[config.mk]
export PLATFORM = sky130hd
export DESIGN_NAME = blpoc_config_bank
export DESIGN_NICKNAME = d
export VERILOG_FILES = /design/src/design/blpoc_code_decode.v /design/src/design/blpoc_config_bank.v
export VERILOG_INCLUDE_DIRS = /design/src /design/src/design
export SDC_FILE = /design/constraint.sdc
export NUM_CORES = 1
export LEC_CHECK = 0
export BUFFER_PORTS_ARGS = -buffer_cell sky130_fd_sc_hd__buf_2
export CORE_UTILIZATION = 53
export DETAILED_ROUTE_END_ITERATION = 8
export GPL_ROUTABILITY_DRIVEN = 1
export PLACE_DENSITY = 0.86
export SKIP_CTS_REPAIR_TIMING = 1
export SLEW_MARGIN = 20
export SYNTH_ARGS = -nofsm -noshare
export SYNTH_HDL_FRONTEND = slang
export SYNTH_HIERARCHICAL = 1
export SYNTH_SLANG_ARGS = --single-unit
[constraint.sdc]
create_clock -name aclk -period 5.65 [get_ports aclk]
set_clock_uncertainty 0.15 [all_clocks]
set_input_delay 0.2825 -clock aclk [delete_from_list [all_inputs] [get_ports aclk]]
set_output_delay 0.2825 -clock aclk [all_outputs]
set_load 0.01 [all_outputs]
[src/design/blpoc_map.vh]
`ifndef BLPOC_MAP_VH
`define BLPOC_MAP_VH

// ----------------------------------------------------------------
// Register indices and byte addresses
// ----------------------------------------------------------------
// The printed offset A3h is not word aligned, so each printed offset is an index.
// Its byte address is four times the index.
`define BLPOC_IDX_PHASE_FREQ   8'hA3
`define BLPOC_IDX_RESOL_OUT    8'hA4
`define BLPOC_ADDR_W           12
`define BLPOC_ADDR_PHASE_FREQ  12'h28C
`define BLPOC_ADDR_RESOL_OUT   12'h290

// ----------------------------------------------------------------
// Reset values (not documented, neutral defaults)
// ----------------------------------------------------------------
`define BLPOC_RST_PHASE_FREQ   8'h00
`define BLPOC_RST_RESOL_OUT    8'h00

// ----------------------------------------------------------------
// Field positions, first register
// ----------------------------------------------------------------
`define BLPOC_LOCKOUT_HI       7
`define BLPOC_LOCKOUT_LO       6
`define BLPOC_PHASE_EN_BIT     5
`define BLPOC_RATE_HI          4
`define BLPOC_RATE_LO          0

// ----------------------------------------------------------------
// Field positions, second register
// ----------------------------------------------------------------
`define BLPOC_RESOL_HI         7
`define BLPOC_RESOL_LO         6
`define BLPOC_RSET_EN_BIT      5
`define BLPOC_FAULT_LVL_BIT    4
`define BLPOC_SLOPE_LO_BIT     3
`define BLPOC_HEADROOM_HI      2
`define BLPOC_HEADROOM_LO      0

// ----------------------------------------------------------------
// Decode figures
// ----------------------------------------------------------------
`define BLPOC_HEADROOM_STEP_MV 10'd125
`define BLPOC_LOCKOUT_STEP_DV  7'd27
`define BLPOC_SLOPE_STEP_25    7'd20
`define BLPOC_SLOPE_STEP_50    7'd10
`define BLPOC_RES_MIN_BASE     4'd8
`define BLPOC_RES_MAX_BASE     4'd10

// ----------------------------------------------------------------
// Bus answers
// ----------------------------------------------------------------
`define BLPOC_RESP_OKAY        2'b00
`define BLPOC_RESP_SLVERR      2'b10

`endif

[src/design/blpoc_code_decode.v]
`timescale 1ns/1ps
`include "blpoc_map.vh"

module blpoc_code_decode (
   // Stored codes
   input  wire [1:0] lockout_code,
   input  wire [1:0] resol_code,
   input  wire [1:0] slope_code,
   input  wire       slope_mode_25,
   input  wire [2:0] headroom_code,
   // Decoded figures
   output reg  [6:0] lockout_dv,
   output reg  [3:0] resol_min_bits,
   output reg  [3:0] resol_max_bits,
   output reg  [6:0] slope_eighth_pct,
   output reg  [9:0] headroom_mv
);

   // Pure table decode; the caller registers the results
   always @* begin
      lockout_dv       = `BLPOC_LOCKOUT_STEP_DV * {5'd0, lockout_code};
      resol_min_bits   = `BLPOC_RES_MIN_BASE + {2'd0, resol_code};
      resol_max_bits   = `BLPOC_RES_MAX_BASE + {2'd0, resol_code};
      slope_eighth_pct = (slope_mode_25 ? `BLPOC_SLOPE_STEP_25 : `BLPOC_SLOPE_STEP_50)
                         * ({5'd0, slope_code} + 7'd1);
      headroom_mv      = `BLPOC_HEADROOM_STEP_MV * ({7'd0, headroom_code} + 10'd1);
   end

endmodule

[src/design/blpoc_config_bank.v]
// Functional notes
// Bit 5 of first register enables phase-shifted dimming; clear means in-phase.
// Bits 4:0 of first register select the dimming output frequency code.
// Second register bits 7:6 select resolution, 8..10 bits plus code.
// Second register bit 5 adds the external set resistor to current setting.
// Second register bit 4 selects string fault level: 0 low, 1 high.
// Second register bit 3 is the low bit of the current slope field.
// Second register bits 2:0 select headroom, 125 mV per step from 125 mV.
// Full slope code gives equal steps, doubled in 25% mode versus 50%.
// With adaptive boost, headroom code regulates boost after startup.
// First register bits 7:6 select lockout threshold; code zero disables.
`timescale 1ns/1ps
`include "blpoc_map.vh"

module blpoc_config_bank #(
   parameter [7:0] RESET_PHASE_FREQ = `BLPOC_RST_PHASE_FREQ,
   parameter [7:0] RESET_RESOL_OUT  = `BLPOC_RST_RESOL_OUT
) (
   // Clock and reset
   input  wire                     aclk,
   input  wire                     aresetn,
   // AXI4-Lite write address
   input  wire [`BLPOC_ADDR_W-1:0] s_axi_awaddr,
   input  wire                     s_axi_awvalid,
   output wire                     s_axi_awready,
   // AXI4-Lite write data
   input  wire [31:0]              s_axi_wdata,
   input  wire [3:0]               s_axi_wstrb,
   input  wire                     s_axi_wvalid,
   output wire                     s_axi_wready,
   // AXI4-Lite write response
   output wire [1:0]               s_axi_bresp,
   output wire                     s_axi_bvalid,
   input  wire                     s_axi_bready,
   // AXI4-Lite read address
   input  wire [`BLPOC_ADDR_W-1:0] s_axi_araddr,
   input  wire                     s_axi_arvalid,
   output wire                     s_axi_arready,
   // AXI4-Lite read data
   output wire [31:0]              s_axi_rdata,
   output wire [1:0]               s_axi_rresp,
   output wire                     s_axi_rvalid,
   input  wire                     s_axi_rready,
   // Neighbouring settings, same clock
   input  wire                     slope_upper_bit,
   input  wire                     slope_mode_25,
   input  wire                     adaptive_boost_enable,
   input  wire                     boost_startup_done,
   // Raw field outputs
   output wire [1:0]               input_lockout_threshold_sel,
   output wire                     phase_shift_dimming_enable,
   output wire [4:0]               dimming_rate_sel,
   output wire [1:0]               resolution_sel,
   output wire                     current_set_resistor_enable,
   output wire                     string_fault_level_sel,
   output wire [2:0]               sink_headroom_sel,
   // Decoded settings
   output wire                     lockout_enable,
   output wire [6:0]               lockout_level_dv,
   output wire [3:0]               resolution_min_bits,
   output wire [3:0]               resolution_max_bits,
   output wire [1:0]               current_slope_code,
   output wire [6:0]               current_slope_eighth_pct,
   output wire [9:0]               headroom_mv,
   output wire                     headroom_regulate,
   output wire [9:0]               headroom_target_mv
);

   // ----------------------------------------------------------------
   // Stored configuration
   // ----------------------------------------------------------------
   reg  [7:0]               phase_freq_r;
   reg  [7:0]               resol_out_r;

   // ----------------------------------------------------------------
   // Bus state
   // ----------------------------------------------------------------
   reg                      awready_r;
   reg                      wready_r;
   reg                      bvalid_r;
   reg  [1:0]               bresp_r;
   reg                      arready_r;
   reg                      rvalid_r;
   reg  [1:0]               rresp_r;
   reg  [31:0]              rdata_r;
   reg  [`BLPOC_ADDR_W-1:0] waddr_r;
   reg  [7:0]               wbyte_r;
   reg                      wlane_r;
   reg                      aw_full_r;
   reg                      w_full_r;

   // ----------------------------------------------------------------
   // Registered decoded outputs
   // ----------------------------------------------------------------
   reg                      lockout_en_r;
   reg  [6:0]               lockout_dv_r;
   reg  [3:0]               res_min_r;
   reg  [3:0]               res_max_r;
   reg  [1:0]               slope_code_r;
   reg  [6:0]               slope_pct_r;
   reg  [9:0]               headroom_mv_r;
   reg                      regulate_r;
   reg  [9:0]               target_mv_r;

   wire [6:0]               dec_lockout_dv;
   wire [3:0]               dec_res_min;
   wire [3:0]               dec_res_max;
   wire [6:0]               dec_slope_pct;
   wire [9:0]               dec_headroom_mv;
   wire [1:0]               slope_full;
   wire                     aw_take;
   wire                     w_take;
   wire                     ar_take;
   wire                     do_write;

   assign aw_take  = s_axi_awvalid & awready_r;
   assign w_take   = s_axi_wvalid & wready_r;
   assign ar_take  = s_axi_arvalid & arready_r;
   assign do_write = aw_full_r & w_full_r & ~bvalid_r;

   // Upper slope bit lives in a neighbouring register
   assign slope_full = {slope_upper_bit, resol_out_r[`BLPOC_SLOPE_LO_BIT]};

   // ----------------------------------------------------------------
   // Write path
   // ----------------------------------------------------------------
   // Address and data are caught in either order; ready stays low until
   // the response is taken, so only one write is ever in flight.
   always @(posedge aclk) begin
      if (!aresetn) begin
         awready_r    <= 1'b0;
         wready_r     <= 1'b0;
         aw_full_r    <= 1'b0;
         w_full_r     <= 1'b0;
         waddr_r      <= {`BLPOC_ADDR_W{1'b0}};
         wbyte_r      <= 8'h00;
         wlane_r      <= 1'b0;
         bvalid_r     <= 1'b0;
         bresp_r      <= `BLPOC_RESP_OKAY;
         phase_freq_r <= RESET_PHASE_FREQ;
         resol_out_r  <= RESET_RESOL_OUT;
      end else begin
         if (!aw_full_r && !bvalid_r && !awready_r) begin
            awready_r <= 1'b1;
         end
         if (!w_full_r && !bvalid_r && !wready_r) begin
            wready_r <= 1'b1;
         end
         if (aw_take) begin
            waddr_r   <= s_axi_awaddr;
            aw_full_r <= 1'b1;
            awready_r <= 1'b0;
         end
         if (w_take) begin
            wbyte_r  <= s_axi_wdata[7:0];
            wlane_r  <= s_axi_wstrb[0];
            w_full_r <= 1'b1;
            wready_r <= 1'b0;
         end
         if (do_write) begin
            aw_full_r <= 1'b0;
            w_full_r  <= 1'b0;
            bvalid_r  <= 1'b1;
            bresp_r   <= `BLPOC_RESP_OKAY;
            // Byte lane 0 carries the whole 8-bit register
            case (waddr_r & ~{{(`BLPOC_ADDR_W-2){1'b0}}, 2'b11})
               `BLPOC_ADDR_PHASE_FREQ: begin
                  if (wlane_r) begin
                     phase_freq_r <= wbyte_r;
                  end
               end
               `BLPOC_ADDR_RESOL_OUT: begin
                  if (wlane_r) begin
                     resol_out_r <= wbyte_r;
                  end
               end
               default: begin
                  bresp_r <= `BLPOC_RESP_SLVERR;
               end
            endcase
         end
         if (bvalid_r && s_axi_bready) begin
            bvalid_r <= 1'b0;
         end
      end
   end

   // ----------------------------------------------------------------
   // Read path
   // ----------------------------------------------------------------
   // Answer one cycle after the address is taken; upper bits read zero.
   always @(posedge aclk) begin
      if (!aresetn) begin
         arready_r <= 1'b0;
         rvalid_r  <= 1'b0;
         rresp_r   <= `BLPOC_RESP_OKAY;
         rdata_r   <= 32'h00000000;
      end else begin
         if (!rvalid_r && !arready_r) begin
            arready_r <= 1'b1;
         end
         if (ar_take) begin
            arready_r <= 1'b0;
            rvalid_r  <= 1'b1;
            case (s_axi_araddr & ~{{(`BLPOC_ADDR_W-2){1'b0}}, 2'b11})
               `BLPOC_ADDR_PHASE_FREQ: begin
                  rdata_r <= {24'h000000, phase_freq_r};
                  rresp_r <= `BLPOC_RESP_OKAY;
               end
               `BLPOC_ADDR_RESOL_OUT: begin
                  rdata_r <= {24'h000000, resol_out_r};
                  rresp_r <= `BLPOC_RESP_OKAY;
               end
               default: begin
                  rdata_r <= 32'h00000000;
                  rresp_r <= `BLPOC_RESP_SLVERR;
               end
            endcase
         end
         if (rvalid_r && s_axi_rready) begin
            rvalid_r <= 1'b0;
         end
      end
   end

   // ----------------------------------------------------------------
   // Code decode
   // ----------------------------------------------------------------
   blpoc_code_decode u_decode (
      .lockout_code     (phase_freq_r[`BLPOC_LOCKOUT_HI:`BLPOC_LOCKOUT_LO]),
      .resol_code       (resol_out_r[`BLPOC_RESOL_HI:`BLPOC_RESOL_LO]),
      .slope_code       (slope_full),
      .slope_mode_25    (slope_mode_25),
      .headroom_code    (resol_out_r[`BLPOC_HEADROOM_HI:`BLPOC_HEADROOM_LO]),
      .lockout_dv       (dec_lockout_dv),
      .resol_min_bits   (dec_res_min),
      .resol_max_bits   (dec_res_max),
      .slope_eighth_pct (dec_slope_pct),
      .headroom_mv      (dec_headroom_mv)
   );

   // Decoded figures lag the stored code by one cycle
   always @(posedge aclk) begin
      if (!aresetn) begin
         lockout_en_r  <= 1'b0;
         lockout_dv_r  <= 7'h00;
         res_min_r     <= 4'h0;
         res_max_r     <= 4'h0;
         slope_code_r  <= 2'h0;
         slope_pct_r   <= 7'h00;
         headroom_mv_r <= 10'h000;
         regulate_r    <= 1'b0;
         target_mv_r   <= 10'h000;
      end else begin
         lockout_en_r  <= |phase_freq_r[`BLPOC_LOCKOUT_HI:`BLPOC_LOCKOUT_LO];
         lockout_dv_r  <= dec_lockout_dv;
         res_min_r     <= dec_res_min;
         res_max_r     <= dec_res_max;
         slope_code_r  <= slope_full;
         slope_pct_r   <= dec_slope_pct;
         headroom_mv_r <= dec_headroom_mv;
         // Target only while adaptive boost runs past its startup
         regulate_r    <= adaptive_boost_enable & boost_startup_done;
         target_mv_r   <= (adaptive_boost_enable & boost_startup_done)
                          ? dec_headroom_mv : 10'h000;
      end
   end

   // ----------------------------------------------------------------
   // Output wiring, all from flip-flops
   // ----------------------------------------------------------------
   assign s_axi_awready = awready_r;
   assign s_axi_wready  = wready_r;
   assign s_axi_bvalid  = bvalid_r;
   assign s_axi_bresp   = bresp_r;
   assign s_axi_arready = arready_r;
   assign s_axi_rvalid  = rvalid_r;
   assign s_axi_rresp   = rresp_r;
   assign s_axi_rdata   = rdata_r;

   assign input_lockout_threshold_sel = phase_freq_r[`BLPOC_LOCKOUT_HI:`BLPOC_LOCKOUT_LO];
   assign phase_shift_dimming_enable  = phase_freq_r[`BLPOC_PHASE_EN_BIT];
   assign dimming_rate_sel            = phase_freq_r[`BLPOC_RATE_HI:`BLPOC_RATE_LO];
   assign resolution_sel              = resol_out_r[`BLPOC_RESOL_HI:`BLPOC_RESOL_LO];
   assign current_set_resistor_enable = resol_out_r[`BLPOC_RSET_EN_BIT];
   assign string_fault_level_sel      = resol_out_r[`BLPOC_FAULT_LVL_BIT];
   assign sink_headroom_sel           = resol_out_r[`BLPOC_HEADROOM_HI:`BLPOC_HEADROOM_LO];

   assign lockout_enable           = lockout_en_r;
   assign lockout_level_dv         = lockout_dv_r;
   assign resolution_min_bits      = res_min_r;
   assign resolution_max_bits      = res_max_r;
   assign current_slope_code       = slope_code_r;
   assign current_slope_eighth_pct = slope_pct_r;
   assign headroom_mv              = headroom_mv_r;
   assign headroom_regulate        = regulate_r;
   assign headroom_target_mv       = target_mv_r;

endmodule

; Word level (Yosys, flattened, before mapping)
; Cells that the tools add are included.
; W data, S select, Z words.
[totals]
regBits = 126
output_inout_bits = 102
word_cells = 73
input_bits = 71
[classes]
add_sub_neg = 4
eq_ne = 4
reduce_logical = 26
mux = 4
n_mul = 3
bitwise = 8
[ops]
columns = op, count
row1 = $eq A10 B8 Y1 const B, 4
row2 = $reduce_or A2 Y1, 9
row3 = $pmux W8 S2, 1
row4 = $mul A7 B10 Y10 const A, 1
row5 = $add A4 B2 Y4 const A, 2
row6 = $logic_and A1 B1 Y1, 7
row7 = $logic_not A1 Y1, 7
row8 = $mul A5 B2 Y7 const A, 1
row9 = $mul A7 B7 Y7, 1
row10 = $and A1 B1 Y1, 6
row11 = $reduce_and A3 Y1, 2
row12 = $mux W5, 1
row13 = $add A3 B1 Y4 const B, 1
row14 = $mux W2, 2
row15 = $add A2 B1 Y3 const B, 1
row16 = $not A1 Y1, 2
row17 = $reduce_and A2 Y1, 1

; Depth between registers and ports, before layout
; Gate-level depths: netlist of the first run.
[depth]
depth_word = 3
depth_mapped = 14

; Modules after synthesis
; The synthesis of the first run kept the hierarchy.
[by_module_without_submodules]
columns = mod, seq_area_each_um2, n_inst, cells_per_inst, area_per_inst_um2
row1 = blpoc_config_bank, 1961.9, 1, 367, 3644.7
row2 = blpoc_code_decode, 0.0, 1, 107, 892.1

; Least setup slack after synthesis of the first run
; OpenSTA, ideal clock, no wires.
[synth_path]
path_kind = register -> register
startpoint = register resol_out_r[0]
endpoint = register target_mv_r[9], in the netlist headroom_target_mv[9]
path_buffers = 0
stages_incl_launch_ff = 14
setup_slack_ns = 2.151
t_arrival_ns = 3.233
t_required_ns = 5.384
cell_sequence = dfxtp_1 -> ha_1 -> xor2_1 -> inv_1 -> fa_1 -> xor2_1 -> ha_1 -> ha_1 -> nor2_1 -> a21oi_1 -> a311oi_2 -> xnor2_1 -> and2_1 -> and3_1
[synth_between]
elab_chain_len = 2
[synth_lines]
columns = item, line_no
row1 = start: declaration, blpoc_config_bank.v:73  ; reg [7:0] resol_out_r;
row2 = start signal: assignment, blpoc_config_bank.v:174  ; resol_out_r <= wbyte_r;
row3 = $add A3 B1 Y4, blpoc_code_decode.v:26  ; headroom_mv = `BLPOC_HEADROOM_STEP_MV * ({7'd0, headroom_code} + 10'd1);
row4 = $mul A7 B10 Y10 (no source line), --
row5 = named net dec_headroom_mv[9], blpoc_config_bank.v:109  ; wire [9:0] dec_headroom_mv;
row6 = end signal: assignment, blpoc_config_bank.v:264  ; target_mv_r <= (adaptive_boost_enable & boost_startup_done)
row7 = end: declaration, blpoc_config_bank.v:103  ; reg [9:0] target_mv_r;
; The timed path passes the listed nets, and every way through them passes these cells.
; A chain may end at the register's enable or synchronous reset.

; Worst setup path in the final report of the first run
; Same ends and word-level chain as after synthesis.

==> reports/qor.yml, run 1 <==
ys_ff_latch: 98
path_cells: "ha_1, xor2_1, inv_1, fa_1, xor2_1, ha_1, ha_1, nor2_1, a21oi_1, a311oi_2, xnor2_1, and2_1, and3_1"
rsz0062_at_grt: "false"
p_leak_nw: 2.56
clk_pin_slew_worst_paths_ns: 0.10
drt_iter0_drc: 102
n_antenna_cell: 0
die_h_um: 94.5
grt_max_degree: 96
syn_to_final_growth_pct: 13.4
drc: 0
crit_family: "adder cells"
slew_violations: 0
relSlewSlack: 0.410
fill_cells: 718
ys_types: 49
fmax_mhz: 259
crit_required_ns: 5.75
via_count: 3358
cts_tree: "done"
drt_wl_total_mm: 8.63
min_to: "waddr_r[7]"
pwr-share-comb: 0.094
r2r-end: "headroom_target_mv[9]"
power.share.sequential: 0.575
antenna_found_initial: 0
status: "finished, final reports clean"
swShare: 0.263
fin_nets: 669
yosys-top-cells-count: "98 x dfxtp_1, 70 x nand2_1, 41 x buf_4"
arrival_ns: 3.96
overflow: 0
p_int_mw: 0.932
gp_congestion: 0.787
yosysWarningCount: 6
pwr-share-clk: 0.331
start_kind: "flip-flop"
yosysMostFrequentCell: "dfxtp_1"
cpMostUsedCell: "ha_1"
first_pass_iters: 4
cp_slowest_cell: "fa_1"
crit_type: "reg2reg"
synth_top_area_share: 0.432
start_util: 0.549
hold_start: "s_axi_awaddr[7]"
cts-root-buf: "clkbuf_8"
ff2ff_setup_slack_ns: 1.79
design.die.area_um2: 8930
postRouteAntennaNets: 0
cts_made_buffers: 9
synth_async_sr_flop_share: 0
drive_above_1_share: 0.254
syn_inst: 474
cts_buffer_depth: 2
finalCriticalPeriod_ns: 3.86
setup_violations: 0
tightestPinTransition_ns: 0.882
hold_viol_final: 0
cp-startpoint: "resol_out_r[0]"
grt_pass1_vias: 3108
p_switching_mw: 0.333
total_power_mw: 1.26
numPortBuffers: 115
synth_edf_count: 0
ioPinCount: 173
crit_cells: 13
core_um2: 8260
clock-sinks: 98
grt_pass1_wl_mm: 13.7
reg2reg_depth: 13
insertion_delay_ns: 0.35
dp_hpwl_mm: 6.45
grt_use_total: 0.196
p_per_area_nw_per_um2: 246
period_share: 0.683
max_stage_delay_ns: 0.56
worstReg2RegStart: "resol_out_r[0]"
synth_flop_cell: "dfxtp_1"
vdd_drop_max_mv: 0.133
crit_path_end_kind: "flip-flop"
min_path_cells: 3
hold_path_class: "in2reg"
synth_area_leaders: "dfxtp_1 43%, ha_1 7.2%, buf_4 6.8%, nand2_1 5.8%, and2_1 5.2%"
synth_area_um2: 4540
yosysTopAreaCell: "dfxtp_1"
cap_violations: 0
yosysSeqAreaShare: 0.432
die_x_um: 94.5
crit_buf_inv: 1
finalSetupTns_ns: 0
core.rowCount: 33
synth_area_per_cell_um2: 9.57
worstPathMaxFanout: 7
h-tree-depth: 3
viasPerCell: 4.97
drt-wirelength-per-cell_um: 12.8
## state kept, by name, indices dropped and copies added, names as in the netlist, 2 cells and up
register and count:
headroom_target_mv 10, phase_freq_r 8, s_axi_rdata 8, wbyte_r 8, current_slope_code 2, lockout_level_dv 7
resol_out_r 8, resolution_min_bits 4, headroom_mv 10, resolution_max_bits 4, waddr_r 10, current_slope_eighth_pct 7
## worst max-delay path by stage
stage                                  endpoint  slack [ns]
after floorplan           headroom_target_mv[9]        2.15
after global placement    headroom_target_mv[9]        1.83
after detailed placement  headroom_target_mv[9]        1.79
after CTS                 headroom_target_mv[9]        1.77
after global routing      headroom_target_mv[9]        1.47
final                     headroom_target_mv[9]        1.79
## worst reg2reg max path, delay by kind of cell, from the launching register on
kind                     cells  cell delay (ns)
AO/OA/AOI/OAI                2             0.36
AND/OR/NAND/NOR              3             0.39
flip-flops                   1             0.48
adder cells (fa/ha/maj)      4             1.39
XOR/XNOR                     3             0.83
buffers and inverters        1             0.15
## placed cells by master, fill, tap and decap left out, types with 8 or more instances in the layout
master,n
buf_2,115
dfxtp_1,98
nand2_1,70
and2_1,38
conb_1,30
ha_1,26
inv_1,22
mux2i_1,17
nand4_1,16
a21boi_0,13
and3_1,12
o21ai_0,11
clkbuf_8,9
a31oi_1,8
## routing by layer
layer | track usage | vias up | share of wire
met2 | 0.352 | 113 | 0.50
met1 | 0.222 | 1558 | 0.43
met3 | 0.0443 | 12 | 0.060
met5 | 0 | - | 0
li1 | - | 1675 | -
met4 | 0.0821 | 0 | 0.016
## area by class of cell
class,count,area (um^2),share of cell area
Clock inverter,7,60.1,0.0117
Multi-Input combinational cell,318,2190,0.426
Timing Repair Buffer,117,593,0.115
Tap cell,105,131,0.0255
Inverter,22,82.6,0.0161
Clock buffer,9,124,0.0241
Sequential cell,98,1960,0.381
## power groups by stage
stage	logic (mW)	clock network, mW	registers [mW]
after floorplan	0.0825	0	0.751
final	0.119	0.418	0.728
after global routing	0.134	0.459	0.731
after CTS	0.119	0.431	0.728
after global placement	0.114	0	0.742
after detailed placement	0.119	0	0.744
## cells by family after synthesis
| group | synth area share |
|---|---|
| XOR/XNOR | 0.0212 |
| AND/OR/NAND/NOR | 0.211 |
| other | 0.00248 |
| adder cells (fa/ha/maj) | 0.0982 |
| multiplexers | 0.0400 |
| buffers and inverters | 0.107 |
| AO/OA/AOI/OAI | 0.0877 |
| flip-flops | 0.432 |
## per-stage QoR
stage	worst slack (ns)	util	instances	hold WS [ns]	instance area (um^2)
2_1_floorplan	2.15	-	501	0.260	4640
3_3_place_gp	1.83	0.599	659	0.289	4950
3_5_place_dp	1.79	0.599	659	0.302	4950
4_1_cts	1.77	0.622	675	-0.00270	5130
5_1_grt	1.47	0.623	676	0.00674	5140
6_report	1.79	0.623	676	0.00724	5140
Power figures use the tool's default switching activity.
==> run 2, diff against run 1 <==
ABC_AREA = 1   (was not set)
CORE_UTILIZATION = 50   (was 53)
PLACE_DENSITY = 0.81   (was 0.86)
clock period = 4 ns   (was 5.65 ns; I/O delays follow)
==> run 2 against run 1 <==
The flow now finishes with violations (design-rule violations, negative hold slack). Area after synthesis up 2.7%. Fmax up 8.5%. Wire length up 9.7%.
==> reports/qor.yml, run 2 <==
most-common-layout-cells: "115 x buf_2, 98 x dfxtp_1, 96 x nand2_1"
yosysWarningCount: 6
pwr-share-clk: 0.338
cts_buffer_depth: 2
clk_pin_slew_worst_paths_ns: 0.09
grt_pass1_vias: 3522
die_h_um: 98.5
numPortBuffers: 115
synth_async_sr_flop_share: 0
finalCriticalPeriod_ns: 3.56
synth_top_area_share: 0.421
antenna_found_initial: 0
fin_nets: 801
core_um2: 8890
cts_tree: "done"
synth_flop_cell: "dfxtp_1"
h-tree-depth: 3
ioPinCount: 173
postRouteAntennaNets: 0
setup_violations: 0
drt_iter0_drc: 178
period_share: 0.889
crit_type: "reg2reg"
design.die.area_um2: 9710
synth_area_um2: 4660
power.share.sequential: 0.556
p_int_mw: 1.39
first_pass_iters: 9
syn_inst: 595
synth_edf_count: 0
via_count: 3852
drt_wl_total_mm: 9.47
p_per_area_nw_per_um2: 347
crit_path_end_kind: "flip-flop"
rsz0062_at_grt: "false"
slew_violations: 0
relSlewSlack: 0.546
drive_above_1_share: 0.212
hold_viol_final: 8
grt_pass1_wl_mm: 15.4
finalSetupTns_ns: 0
cts-root-buf: "clkbuf_8"
syn_to_final_growth_pct: 14.9
yosys-top-cells-count: "98 x dfxtp_1, 96 x nand2_1, 87 x inv_1"
start_util: 0.524
yosysMostFrequentCell: "dfxtp_1"
cap_violations: 0
yosysTopAreaCell: "dfxtp_1"
violations: "design-rule violations, negative hold slack"
core.rowCount: 34
cts_made_buffers: 9
whs_ns: -0.0464
drc: 10
n_antenna_cell: 0
tightestPinTransition_ns: 0.681
hold_path_class: "in2reg"
final_common_cell: "buf_2"
grt_max_degree: 76
die_x_um: 98.5
vdd_drop_max_mv: 0.234
utilization: 0.602
synth_area_per_cell_um2: 7.83
yosysSeqAreaShare: 0.421
status: "finished with violations"
drt-wirelength-per-cell_um: 11.7
fmax_mhz: 281
worstPathMaxFanout: 7
p_leak_nw: 2.95
pwr-share-comb: 0.107
clock-sinks: 98
fill_cells: 789
arrival_ns: 3.69
synth_area_leaders: "dfxtp_1 42%, nand2_1 7.7%, inv_1 7.0%, ha_1 7.0%, buf_4 6.8%"
swShare: 0.250
p_switching_mw: 0.465
overflow: 0
viasPerCell: 4.75
gp_congestion: 0.801
start_kind: "flip-flop"
grt_use_total: 0.196
ys_types: 36
dp_hpwl_mm: 6.81
insertion_delay_ns: 0.35
ys_ff_latch: 98
crit_required_ns: 4.14
run 2: cells by family after synthesis:
logic type / Yosys count / synth area share
adder cells (fa/ha/maj): 32 / 0.0956
AO/OA/AOI/OAI: 66 / 0.0728
buffers and inverters: 151 / 0.163
AND/OR/NAND/NOR: 236 / 0.229
flip-flops: 98 / 0.421
XOR/XNOR: 9 / 0.0169
other: 3 / 0.00242
run 2: stage by stage:
| step | hold WS, ns | power, mW | instances | worst slack (ns) | cell area [um^2] |
|---|---|---|---|---|---|
| 6_report | -0.0464 | 1.86 | 811 | 0.444 | 5360 |
| 2_1_floorplan | 0.144 | 1.20 | 622 | 0.921 | 4760 |
| 4_1_cts | -0.136 | 1.87 | 801 | 0.454 | 5260 |
| 3_3_place_gp | 0.234 | 1.24 | 785 | 0.716 | 5060 |
| 5_1_grt | 0.00204 | 1.95 | 811 | 0.221 | 5360 |
| 3_5_place_dp | 0.238 | 1.25 | 785 | 0.536 | 5060 |
run 2: power groups by stage:
stage | combinational, mW | clock (mW) | sequential, mW
floorplan | 0.135 | 0 | 1.07
global placement | 0.182 | 0 | 1.05
detailed placement | 0.190 | 0 | 1.06
CTS | 0.191 | 0.645 | 1.03
global route | 0.226 | 0.685 | 1.04
finish | 0.198 | 0.628 | 1.03
run 2: final cells by class:
type,instances,area (um^2),area share
clock inverter,5,53.8,0.0100
sequential,98,1960,0.366
multi-input combinational,373,2040,0.381
inverter,90,338,0.0631
tap,108,135,0.0252
timing repair buffer,126,683,0.128
clock buffer,11,141,0.0264
run 2: worst paths after layout:
kind                         start               endpoint  slack, ns  cells past startpoint
hold reg to reg      s_axi_arready          s_axi_arready       0.34                      2
setup reg to reg    resol_out_r[0]  headroom_target_mv[9]       0.44                     14
hold / removal    s_axi_awaddr[11]            waddr_r[11]      -0.05                      3
setup / recovery    resol_out_r[0]  headroom_target_mv[9]       0.44                     14
run 2: critical path, stage by stage, from the launching register on:
cell,delay (ns)
dfxtp_1,0.41
ha_1,0.25
xnor2_1,0.28
inv_1,0.20
fa_1,0.56
xor2_1,0.30
ha_1,0.28
ha_1,0.35
a21oi_1,0.18
nand2_1,0.11
nand2_1,0.11
nand3_1,0.08
nand2_1,0.08
nand2_1,0.06
nor2_1,0.11
run 2: metal layers:
| metal | up-vias | track usage | part of all wire |
|---|---|---|---|
| met5 | - | 0 | 0 |
| met4 | 0 | 0.0918 | 0.024 |
| met3 | 20 | 0.0255 | 0.054 |
| met2 | 140 | 0.338 | 0.48 |
| met1 | 1722 | 0.245 | 0.44 |
| li1 | 1970 | - | - |
